**src/crs_pkg.sv**
```systemverilog
// Package for the processor reset and power-up sequencing controller.
// Assumes a single 40 MHz bus-side clock; all counts are in those cycles.
`default_nettype none

package crs_pkg;

    // ---------------------------------------------------------------
    // Clock and time figures
    // ---------------------------------------------------------------
    localparam int CLK_MHZ            = 40;
    localparam int CLK_PERIOD_NS      = 25;
    localparam int RESET_HOLD_US      = 1000;
    localparam int RESET_HOLD_CYC     = RESET_HOLD_US * CLK_MHZ;
    localparam int CLK_WAIVE_NS       = 150;
    localparam int CLK_WAIVE_CYC      = (CLK_WAIVE_NS / CLK_PERIOD_NS < 1) ? 1 : CLK_WAIVE_NS / CLK_PERIOD_NS;

    // ---------------------------------------------------------------
    // Cycle counts from the bus timing
    // ---------------------------------------------------------------
    localparam int STRAP_SETUP_CYC    = 4;
    localparam int STRAP_HOLD_MIN_CYC = 2;
    localparam int STRAP_HOLD_MAX_CYC = 20;
    localparam int ACK_GAP_CYC        = 3;
    localparam int SLOW_PULSE_CYC     = 2;
    localparam int IRQ_EDGE_PULSE_CYC = 6;
    localparam int PWR_LOW_CYC        = 10;
    localparam int CLK_STABLE_CYC     = 10;

    // ---------------------------------------------------------------
    // Strap layout: address 14..5, bus request 0, purge, restart
    // ---------------------------------------------------------------
    localparam int STRAP_ADDR_W       = 10;
    localparam int STRAP_W            = 13;
    localparam int STRAP_BR0_BIT      = 10;
    localparam int STRAP_PURGE_BIT    = 11;
    localparam int STRAP_RESTART_BIT  = 12;
    localparam int RATIO_W            = 4;
    localparam logic [3:0] RATIO_MIN  = 4'h0;
    localparam logic [3:0] RATIO_MAX  = 4'h6;

    typedef enum logic [2:0] {
        CRS_OFF,
        CRS_CLK_WAIT,
        CRS_PWR_LOW,
        CRS_RST_HOLD,
        CRS_STRAP_SETUP,
        CRS_STRAP_HOLD,
        CRS_RUN
    } crs_state_t;

endpackage

`default_nettype wire

```
**src/crs_pulse_gen.sv**
```systemverilog
// Minimum-width pulse stretcher for one slow input of the processor.
// Assumes requests are synchronous to clk; ce freezes the state.
`timescale 1ns/1ps
`default_nettype none

module crs_pulse_gen #(
    parameter int CNT_W = 4
) (
    input  wire logic             clk,       // Bus-side clock.
    input  wire logic             resetn,    // Asynchronous reset, active low.
    input  wire logic             ce,        // Clock enable.
    input  wire logic             req,       // Requested level.
    input  wire logic [CNT_W-1:0] min_cyc,   // Least cycles in each state.
    output logic                  pin_out    // Level driven to the pin.
);

    logic             lvl_reg;
    logic             lvl_next;
    logic [CNT_W-1:0] cnt_reg;
    logic [CNT_W-1:0] cnt_next;

    // A level change is taken only once the present level has stood its minimum.
    always_comb
    begin
        lvl_next = lvl_reg;
        cnt_next = cnt_reg;
        if (cnt_reg != '0)
        begin
            cnt_next = cnt_reg - 1'b1;
        end
        else if (req != lvl_reg)
        begin
            lvl_next = req;
            cnt_next = min_cyc - 1'b1;
        end
    end

    always_ff @(posedge clk or negedge resetn)
    begin
        if (!resetn)
        begin
            lvl_reg <= 1'b0;
            cnt_reg <= '0;
        end
        else if (ce)
        begin
            lvl_reg <= lvl_next;
            cnt_reg <= cnt_next;
        end
    end

    assign pin_out = lvl_reg;

endmodule

`default_nettype wire

```
**src/crs_sequencer.sv**
```systemverilog
// Reset and power-up sequencing controller that drives a processor's reset,
// power-good, straps, slow inputs, local interrupt pins and target-ready.
// Assumes supply and clock status inputs are synchronous to clk.
`timescale 1ns/1ps
`default_nettype none

// Overview of operation
// - Reset asserts at any time; release happens only on a clock edge; reset_req asserts reset in CRS_RUN with ce high, at the next edge, and stalls release.
// - Reset held at least 1.00 ms after supply and clock are stable.
// - Straps driven to final values at least 4 clocks before release.
// - Straps kept stable 2 clocks after release, released by 20.
// - At least 3 clocks between two active-to-inactive target-ready edges.
// - Every slow input except power-good holds each state at least 2 clocks.
// - Local interrupt pins pulse 6 clocks when controller on and edge-triggered fixed delivery.
// - Power-good stays inactive at least 10 clocks each time it drops.
// - Power-good waits for supplies good and 10 stable clock cycles; with fast_clk_start the code skips the stable-clock wait.
// - A clock stable within 150 ns waives the inactive minimum.
// - Only listed core-to-bus ratios may be selected; ratio_sel is checked only as power-good rises, not at a later reset request.
// - Ratio fixed at initialisation; multipliers 4 to 7 in half steps.
module crs_sequencer #(
    parameter int RESET_HOLD_CYC = crs_pkg::RESET_HOLD_CYC,
    parameter int SLOW_N         = 2
) (
    input  wire logic                          clk,             // Bus-side clock.
    input  wire logic                          resetn,          // Asynchronous reset, active low.
    input  wire logic                          ce,              // Clock enable.
    input  wire logic                          core_supply_ok,  // Core supply in tolerance.
    input  wire logic                          all_supply_ok,   // All supplies in tolerance.
    input  wire logic                          bus_clk_ok,      // Bus clock within specification.
    input  wire logic                          fast_clk_start,  // Clock settles within 150 ns.
    input  wire logic                          reset_req,       // Request processor reset.
    input  wire logic [crs_pkg::STRAP_ADDR_W-1:0] strap_addr,   // Address strap values.
    input  wire logic                          strap_br0,       // Bus request 0 strap value.
    input  wire logic                          strap_purge,     // Cache purge strap value.
    input  wire logic                          strap_restart,   // Warm restart strap value.
    input  wire logic [crs_pkg::RATIO_W-1:0]   ratio_sel,       // Multiplier code, 0 = x4 in half steps.
    input  wire logic [SLOW_N-1:0]             slow_req,        // Requested slow input levels.
    input  wire logic [1:0]                    irq_req,         // Requested local interrupt levels.
    input  wire logic                          irq_ctrl_on,     // Local interrupt controller enabled.
    input  wire logic [1:0]                    irq_edge_fixed,  // Pin set to edge-triggered fixed.
    input  wire logic                          ack_req,         // Requested target-ready, active high.
    output logic                               cpu_reset_n,     // Processor reset, active low.
    output logic                               power_ok_in,     // Power-good to the processor.
    output logic [crs_pkg::STRAP_W-1:0]        strap_out,       // Strap levels.
    output logic                               strap_oe,        // Straps driven.
    output logic [crs_pkg::RATIO_W-1:0]        ratio_out,       // Latched ratio code.
    output logic [SLOW_N-1:0]                  slow_out,        // Slow input pins.
    output logic [1:0]                         local_irq_pins,  // Local interrupt pins.
    output logic                               target_ack_n,    // Target-ready, active low.
    output logic                               ratio_bad,       // Requested ratio unsupported.
    output logic                               running          // Processor out of reset.
);

    localparam int CNT_W = $clog2(RESET_HOLD_CYC + 1) + 1;

    crs_pkg::crs_state_t           st_reg;
    crs_pkg::crs_state_t           st_next;
    logic [CNT_W-1:0]              cnt_reg;
    logic [CNT_W-1:0]              cnt_next;
    logic [crs_pkg::STRAP_W-1:0]   strap_reg;
    logic [crs_pkg::STRAP_W-1:0]   strap_next;
    logic                          oe_reg;
    logic                          oe_next;
    logic [crs_pkg::RATIO_W-1:0]   ratio_reg;
    logic [crs_pkg::RATIO_W-1:0]   ratio_next;
    logic                          rst_reg;
    logic                          rst_next;
    logic                          pg_reg;
    logic                          pg_next;
    logic                          ack_reg;
    logic                          ack_next;
    logic [1:0]                    gap_reg;
    logic [1:0]                    gap_next;
    logic                          ratio_ok;
    logic                          power_ok;

    assign ratio_ok = (ratio_sel - crs_pkg::RATIO_MIN) <= (crs_pkg::RATIO_MAX - crs_pkg::RATIO_MIN);
    assign power_ok = core_supply_ok && all_supply_ok && bus_clk_ok;

    // ---------------------------------------------------------------
    // Sequencer
    // ---------------------------------------------------------------
    always_comb
    begin
        st_next    = st_reg;
        cnt_next   = cnt_reg;
        strap_next = strap_reg;
        oe_next    = oe_reg;
        ratio_next = ratio_reg;
        rst_next   = rst_reg;
        pg_next    = pg_reg;
        case (st_reg)
            crs_pkg::CRS_OFF:
            begin
                if (core_supply_ok && bus_clk_ok)
                begin
                    st_next  = crs_pkg::CRS_CLK_WAIT;
                    cnt_next = CNT_W'(crs_pkg::CLK_STABLE_CYC - 1);
                end
            end
            crs_pkg::CRS_CLK_WAIT:
            begin
                // Count stable clock cycles; a fast-starting clock skips the wait.
                if (!bus_clk_ok && !fast_clk_start)
                    cnt_next = CNT_W'(crs_pkg::CLK_STABLE_CYC - 1);
                else if (cnt_reg != '0 && !fast_clk_start)
                    cnt_next = cnt_reg - 1'b1;
                else
                begin
                    st_next  = crs_pkg::CRS_PWR_LOW;
                    cnt_next = fast_clk_start ? '0 : CNT_W'(crs_pkg::PWR_LOW_CYC - 1);
                end
            end
            crs_pkg::CRS_PWR_LOW:
            begin
                // A clock dropout restarts the count unless fast_clk_start is set, so only a fast-starting clock lets power-good follow a short run of clocks.
                if (!bus_clk_ok && !fast_clk_start)
                begin
                    st_next  = crs_pkg::CRS_CLK_WAIT;
                    cnt_next = CNT_W'(crs_pkg::CLK_STABLE_CYC - 1);
                end
                else if (cnt_reg != '0)
                    cnt_next = cnt_reg - 1'b1;
                else if (power_ok && ratio_ok)
                begin
                    pg_next  = 1'b1;
                    st_next  = crs_pkg::CRS_RST_HOLD;
                    cnt_next = CNT_W'(RESET_HOLD_CYC - 1);
                end
            end
            crs_pkg::CRS_RST_HOLD:
            begin
                if (cnt_reg != '0)
                    cnt_next = cnt_reg - 1'b1;
                else if (!reset_req)
                begin
                    // Straps and ratio are frozen here for the whole release window.
                    strap_next = {strap_restart, strap_purge, strap_br0, strap_addr};
                    ratio_next = ratio_sel;
                    oe_next    = 1'b1;
                    st_next    = crs_pkg::CRS_STRAP_SETUP;
                    cnt_next   = CNT_W'(crs_pkg::STRAP_SETUP_CYC - 1);
                end
            end
            crs_pkg::CRS_STRAP_SETUP:
            begin
                if (cnt_reg != '0)
                    cnt_next = cnt_reg - 1'b1;
                else
                begin
                    rst_next = 1'b1;
                    st_next  = crs_pkg::CRS_STRAP_HOLD;
                    cnt_next = CNT_W'(crs_pkg::STRAP_HOLD_MIN_CYC);
                end
            end
            crs_pkg::CRS_STRAP_HOLD:
            begin
                // Hold one edge past the minimum, well short of the 20-clock limit.
                if (cnt_reg != '0)
                    cnt_next = cnt_reg - 1'b1;
                else
                begin
                    oe_next = 1'b0;
                    st_next = crs_pkg::CRS_RUN;
                end
            end
            crs_pkg::CRS_RUN:
            begin
                if (reset_req)
                begin
                    rst_next = 1'b0;
                    st_next  = crs_pkg::CRS_RST_HOLD;
                    cnt_next = CNT_W'(RESET_HOLD_CYC - 1);
                end
            end
            default:
            begin
                st_next = crs_pkg::CRS_OFF;
            end
        endcase
        // Loss of power drops power-good and reset at once, on any state.
        if (!core_supply_ok || !all_supply_ok)
        begin
            st_next  = crs_pkg::CRS_OFF;
            pg_next  = 1'b0;
            rst_next = 1'b0;
            oe_next  = 1'b0;
        end
    end

    always_ff @(posedge clk or negedge resetn)
    begin
        if (!resetn)
        begin
            st_reg    <= crs_pkg::CRS_OFF;
            cnt_reg   <= '0;
            strap_reg <= '0;
            oe_reg    <= 1'b0;
            ratio_reg <= crs_pkg::RATIO_MIN;
            rst_reg   <= 1'b0;
            pg_reg    <= 1'b0;
        end
        else if (ce)
        begin
            st_reg    <= st_next;
            cnt_reg   <= cnt_next;
            strap_reg <= strap_next;
            oe_reg    <= oe_next;
            ratio_reg <= ratio_next;
            rst_reg   <= rst_next;
            pg_reg    <= pg_next;
        end
    end

    // ---------------------------------------------------------------
    // Target-ready spacing
    // ---------------------------------------------------------------
    always_comb
    begin
        ack_next = ack_reg;
        gap_next = (gap_reg != 2'h0) ? gap_reg - 2'h1 : 2'h0;
        if (ack_req && !ack_reg)
            ack_next = 1'b1;
        else if (!ack_req && ack_reg && gap_reg == 2'h0)
        begin
            ack_next = 1'b0;
            gap_next = 2'(crs_pkg::ACK_GAP_CYC - 1);
        end
    end

    always_ff @(posedge clk or negedge resetn)
    begin
        if (!resetn)
        begin
            ack_reg <= 1'b0;
            gap_reg <= 2'h0;
        end
        else if (ce)
        begin
            ack_reg <= ack_next;
            gap_reg <= gap_next;
        end
    end

    // ---------------------------------------------------------------
    // Slow inputs and local interrupt pins
    // ---------------------------------------------------------------
    genvar gi;
    generate
        for (gi = 0; gi < SLOW_N + 2; gi++)
        begin : g_pulse
            logic       req_i;
            logic [3:0] min_i;
            logic       out_i;
            if (gi < SLOW_N)
            begin : g_slow
                assign req_i = slow_req[gi];
                assign min_i = 4'(crs_pkg::SLOW_PULSE_CYC);
                assign slow_out[gi] = out_i;
            end
            else
            begin : g_irq
                assign req_i = irq_req[gi-SLOW_N];
                assign min_i = (irq_ctrl_on && irq_edge_fixed[gi-SLOW_N]) ?
                               4'(crs_pkg::IRQ_EDGE_PULSE_CYC) : 4'(crs_pkg::SLOW_PULSE_CYC);
                assign local_irq_pins[gi-SLOW_N] = out_i;
            end
            crs_pulse_gen #(.CNT_W(4)) u_pulse (
                .clk     (clk),
                .resetn  (resetn),
                .ce      (ce),
                .req     (req_i),
                .min_cyc (min_i),
                .pin_out (out_i)
            );
        end
    endgenerate

    assign cpu_reset_n  = rst_reg;
    assign power_ok_in  = pg_reg;
    assign strap_out    = strap_reg;
    assign strap_oe     = oe_reg;
    assign ratio_out    = ratio_reg;
    assign target_ack_n = ~ack_reg;
    assign ratio_bad    = ~ratio_ok;
    assign running      = (st_reg == crs_pkg::CRS_RUN);

endmodule

`default_nettype wire

```
**config.mk**
```make
export PLATFORM = sky130hd
export DESIGN_NAME = crs_sequencer
export DESIGN_NICKNAME = d
export VERILOG_FILES = /design/src/crs_pkg.sv /design/src/crs_pulse_gen.sv /design/src/crs_sequencer.sv
export SDC_FILE = /design/constraint.sdc
export NUM_CORES = 1
export LEC_CHECK = 0
export BUFFER_PORTS_ARGS = -buffer_cell sky130_fd_sc_hd__buf_2
export CORE_UTILIZATION = 56
export DETAILED_ROUTE_END_ITERATION = 6
export GPL_TIMING_DRIVEN = 0
export PLACE_DENSITY = 0.83
export SKIP_LAST_GASP = 1
export SYNTH_ARGS = -nofsm -noshare
export SYNTH_HDL_FRONTEND = slang
export SYNTH_SLANG_ARGS = --single-unit
```
**constraint.sdc**
```tcl
create_clock -name clk -period 2.8 [get_ports clk]
set_clock_uncertainty 0.15 [all_clocks]
set_input_delay 0.56 -clock clk [delete_from_list [all_inputs] [get_ports clk]]
set_output_delay 0.56 -clock clk [all_outputs]
set_load 0.1 [all_outputs]
```
* After elaboration in Yosys (flattened, before gate mapping) *
Index checks and enable logic that the tools add are counted.

cells by class
  $add $sub $neg = 8
  magnitude comparators = 1
  eq/ne operators = 27
  multiplexer cells = 55
  bitwise gates (word level) = 8
  reduce and logical (&&, ||, !) cells = 51

operators with widths
  kind                                                                  count
  17-bit two-way mux                                                    11
  17-bit case mux with 7 select lines                                   1
  3-bit two-way mux                                                     14
  4-bit two-way mux                                                     9
  3-bit != test, second input constant                                  8
  3-bit case mux with 7 select lines                                    1
  17-bit nonzero test                                                   1
  17-bit by 1-bit subtractor with 17-bit output, second input constant  1
  2-bit nonzero test                                                    8
  4-bit nonzero test                                                    4
  4-bit by 1-bit subtractor with 4-bit output, second input constant    4
  1-bit two-way mux                                                     14
  4-bit != test, second input constant                                  3
  3-bit AND reduction                                                   4
  1-bit logical AND                                                     11
  11-bit AND reduction                                                  1
  2-bit AND reduction                                                   5
  5-bit AND reduction                                                   2
  3-bit equality test, second input constant                            3
  1-bit NOT                                                             8
  4-bit AND reduction                                                   2
  3-bit by 1-bit subtractor with 4-bit output, second input constant    2
  7-bit AND reduction                                                   1
  7-bit nonzero test                                                    1
  15 further kinds                                                      31

storage, ports and cells
  bits in registers = 63
  input port bits = 33
  output and inout bits = 27
  logic and storage cells = 167

* Depth between registers and ports, before layout *
  depth in word-level cells = 8
  mapped depth = 9
  depth with buffers taken out = 8

* Hierarchy *
From an unflattened synthesis, not the netlist that was laid out.

unflattened totals
  cell total of the unflattened synthesis = 396
  area, all modules = 3849.9 sq um

by module, submodules not included
  module         times used  cells an instance  area an instance (sq um)  sequential area each (sq um)
  crs_sequencer  1           276                2653.8                    1076.0
  crs_pulse_gen  4           30                 299.0                     125.1

* Worst setup path before layout *
No wires, ideal clock.

  kind = register to register
  start = reg cnt_reg[0]
  end = reg ratio_reg, in the netlist ratio_out[0]
  library setup time = 0.128 ns
  data arrival time = 1.985 ns
  required time = 2.522 ns
  slack = 0.537 ns
  cell stages (with the launch flop) = 9
  path buffers = 1
  clock period less this slack = 2.263 ns
  path through = dfrtp_1 inv_1 ha_1 nor3b_4 nand3_2 nor2_4 nand4_4 buf_2 mux2_1

between the ends
  cells in the longest elaborated chain, start to end = 3

RTL lines
  item                           RTL line              RTL
  from (decl)                    crs_sequencer.sv:58   logic [CNT_W-1:0] cnt_reg;
  from (signal assigned)         crs_sequencer.sv:206  cnt_reg <= cnt_next;
  17-bit nonzero test            crs_sequencer.sv:133  if (cnt_reg != '0)
  1-bit NOT (no line)            --
  4-bit AND reduction (no line)  --
  to (signal assigned)           crs_sequencer.sv:199  ratio_reg <= crs_pkg::RATIO_MIN;
  to (signal assigned)           crs_sequencer.sv:209  ratio_reg <= ratio_next;
  to (decl)                      crs_sequencer.sv:64   logic [crs_pkg::RATIO_W-1:0] ratio_reg;

Every way passes these cells.
A chain may end at the register's enable or synchronous reset.

* Worst setup path after layout *
  start = reg st_reg[2]
  end = out running

between the ends
  cells in the longest elaborated chain, start to end = 1

RTL lines
  item                    RTL line              RTL
  from (decl)             crs_sequencer.sv:56   crs_pkg::crs_state_t st_reg;
  from (signal assigned)  crs_sequencer.sv:195  st_reg <= crs_pkg::CRS_OFF;
  from (signal assigned)  crs_sequencer.sv:205  st_reg <= st_next;
  3-bit equality test     crs_sequencer.sv:286  assign running = (st_reg == crs_pkg::CRS_RUN);
  to (decl)               crs_sequencer.sv:51   output logic running

Every way passes these cells.

==> impl_results.md <==
- Vias per cell: a little under 6
- Setup Crit Path Kind: reg2out
- Maximum vdd ir drop: around 0.00062 V
- Fill cells: approximately 450
- Synthesized cell area: between 0.003 and 0.004 sq mm
- Drt first pass iters: 7
- Detail Route Antenna Nets: 0
- IO Pins: 60
- Site row count: 28
- All-layer global routing usage: a little over a quarter
- Cell count after synthesis: around 360
- Final min period: about 2.6 ns
- FFs w/ async S/R, synth: 100%
- CTS Buffer Depth: 2
- Nets@finish: 466
- Worst path cell trace: nor2b_2, nand2_1, inv_1, buf_2
- Hold WC Path Type: in2async
- DPL Wire Length: ~5400 um
- First-pass GRT wire length: 13,000 um
- Post-synth EDFFs: 0
- Max reg flops: 17
- Worst-Margin Slew: approximately 0.81 ns
- TritonCTS buffer count: 9
- Area Overhead vs Synth: 18.7%
- Routability Congestion: roughly 0.9
- Worst path top cell family by delay: buffers and inverters
- Setup violations, final: 0
- Yosys warnings: 0
- Clock slew seen by the registers of the worst setup and hold paths: approximately 0.080 ns
- Synth top area cells: dfrtp_1, mux2_1, nand2_1
- Worst path slowest cell: buf_2
- P per Cell Area: around 660 mW/mm^2
- CP Max Fanout: 6
- Die W: between 80 and 90 um
- Post-synth top area cell: dfrtp_1
- Largest net degree at the start of global routing: 64
- Worst Setup End Kind: output port
- # hold bufs at CTS: 0
- Status: finished with violations
- Startpoint types: flip-flop
- Mapped Avg Cell Area: around 9.7 sq um
- Rel. slew slack: a little under half
- Initial core utilization: about three fifths
- CTS tree: built
- Die Y: about 80 um
- Layout cell share with drive strength beyond 1: between 20% and 30%
- Worst Path Arrival: between 1.5 and 2 ns
- Initial antenna violation count: 0
- Vias: roughly 3,000
- I/O Buffers: 59
- Max H-tree Level: 3
- Main synth FF type: dfrtp_1
- DRC: 1
- Setup TNS: 0 ns
- Min setup slack post-route: approximately 0.15 ns
- Clock latency on the worst-skew pair: 0.35 ns
- Fin. Hold Viols: 0
- CP peak stage delay: 0.45 ns
- Failing checks: DRC
- DP Cell Count: 490
- Worst EP required: 2.09 ns
- CTS root buffer: clkbuf_8
- P_leak: between 1.5 and 2 nW
- Sequential element share of the synthesized area: between 40% and 50%
- Fin crit share: 94.6%
- CP bufs+invs: 2
- DR WL/cell: around 15 um
- F_max: 0.378 GHz
- Power Total: approximately 2.7 mW
- Max-slew violation total from the final report: 0
- # Max-Cap Violations: 0
- Layout Cells excl Fill: roughly 500
- Vias in the first global route: roughly 2,800
- RSZ-0062 raised after global routing: no
- Final WL: 7810 um
- Drt initial violations: between 300 and 400
- Remaining Overflow, GRT: 0
- Post-synthesis net count: 392
- Cell variety after synth: 60
- Core ar.: just under 0.006 sq mm
- Post-synthesis register bit count: 63
- Pre-CTS setup slack: 0.184 ns
- Synth top area share: a little under half
- Inserted Diodes: 0
- Clk sinks: between 60 and 70
- Die area: approximately 0.0065 sq mm
-- placed cells by master (no fill, tap or decap), types with 5 or more instances in the layout --
cell,Yosys,layout
clkbuf_8,0,10
dfrtp_1,63,63
nand2b_1,7,7
or3_1,7,7
a21oi_1,13,13
buf_2,6,64
nor4_1,10,9
mux2_1,17,17
o21ai_0,24,24
and2_1,6,6
nand3_1,8,8
a21o_1,5,5
mux2_2,5,5
o21ai_1,9,9
nor3_1,12,11
nor2_1,23,23
nand2_1,37,37
inv_1,17,17
buf_4,5,10
a31oi_1,5,5
-- metrics by stage --
step / cell area, sq um / util (%) / hold slack, ns
after detailed placement: 3830 / 64.6 / 0.319
final: 4080 / 68.9 / 0.129
after global placement: 3830 / 64.6 / 0.311
after floorplan: 3440 / - / 0.114
after global routing: 4080 / 68.9 / 0.208
after CTS: 4030 / 68.1 / 0.261
-- where the power goes --
group | switching [mW] | internal (mW) | total, mW
clock | 0.385 | 0.438 | 0.822
sequential | 0.0991 | 1.02 | 1.12
combinational | 0.504 | 0.265 | 0.770
total | 0.988 | 1.72 | 2.71
-- worst paths after layout --
path                                from                       endpoint  slack, ns  cells past startpoint
min in group clk           strap_addr[9]                   strap_out[9]       0.27                      2
max reg2reg                   cnt_reg[0]                   strap_out[3]       0.21                      8
max in group asynchronous         resetn                     cnt_reg[6]       1.84                      1
min reg2reg                 ratio_out[2]                   ratio_out[2]       0.34                      1
min                               resetn  g_pulse[2].u_pulse.cnt_reg[3]       0.13                      1
max                            st_reg[2]                        running       0.15                      4
-- cell usage after synthesis (2+ instances only) --
| cell | count |
|---|---|
| xor2_1 | 4 |
| o21ai_0 | 24 |
| o31a_1 | 2 |
| xnor2_1 | 4 |
| or4b_2 | 2 |
| clkbuf_1 | 4 |
| o2bb2ai_1 | 2 |
| nand4_1 | 3 |
| mux2_1 | 17 |
| o31ai_1 | 4 |
| dfrtp_1 | 63 |
| a21o_1 | 5 |
| and2_1 | 6 |
| inv_1 | 17 |
| a311oi_1 | 2 |
| nor3_1 | 12 |
| nor2b_1 | 5 |
| o22ai_1 | 4 |
| a32o_1 | 3 |
| or3_1 | 7 |
| nor4_1 | 10 |
| a21oi_1 | 13 |
| a31oi_1 | 5 |
| nand2b_1 | 7 |
| nor3b_1 | 2 |
| ha_1 | 3 |
| mux2_2 | 5 |
| o21ai_1 | 9 |
| nor2_1 | 23 |
| nand2_1 | 37 |
| buf_4 | 5 |
| and3_1 | 3 |
| nor3_2 | 2 |
| buf_2 | 6 |
| nand3_1 | 8 |
| a22o_1 | 3 |
| o21a_1 | 2 |
-- layer usage --
metal / routed length (um) / vias to the layer above / GRT usage, %
met4: 92 / 0 / 10.0
met2: 3730 / 112 / 40.6
li1: - / 1453 / -
met3: 467 / 8 / 7.27
met5: 0 / - / 0
met1: 3520 / 1467 / 35.9
-- area by class of cell --
| class | count | area [sq um] | share of cell area [%] |
|---|---|---|---|
| multi-input cells | 261 | 1730 | 42.4 |
| flip-flops and latches | 63 | 1580 | 38.7 |
| repair buffers | 63 | 328 | 8.04 |
| clock buffers | 10 | 138 | 3.37 |
| well taps | 75 | 93.8 | 2.30 |
| plain buffers | 15 | 82.6 | 2.02 |
| clock inverters | 6 | 68.8 | 1.69 |
| inverters | 17 | 63.8 | 1.56 |
-- worst register-to-register path, cell delays in order (launching register included) --
cell	delay, ns
dfrtp_1	0.41
inv_1	0.09
ha_1	0.19
nor3b_4	0.33
nand3_2	0.26
nor2_4	0.23
nand4_4	0.21
buf_2	0.27
mux2_1	0.33
-- cells by family (layout without fill, tap and decap cells) --
group / count (synthesis) / after routing / synth area share (%)
mux: 23 / 23 / 7.50
flops: 63 / 63 / 45.9
xor+xnor: 8 / 8 / 2.04
fa+ha+maj: 3 / 3 / 1.09
compound gates: 92 / 92 / 17.4
simple gates: 135 / 135 / 21.8
buf+inv: 32 / 111 / 4.26
-- timing repair --
item	in CTS	in global routing
buffers inserted	0	4
gates resized for setup	0	3
hold endpoints to repair	0	0
endpoints found under the setup margin	0	17
(Power assumes the default switching activity.)
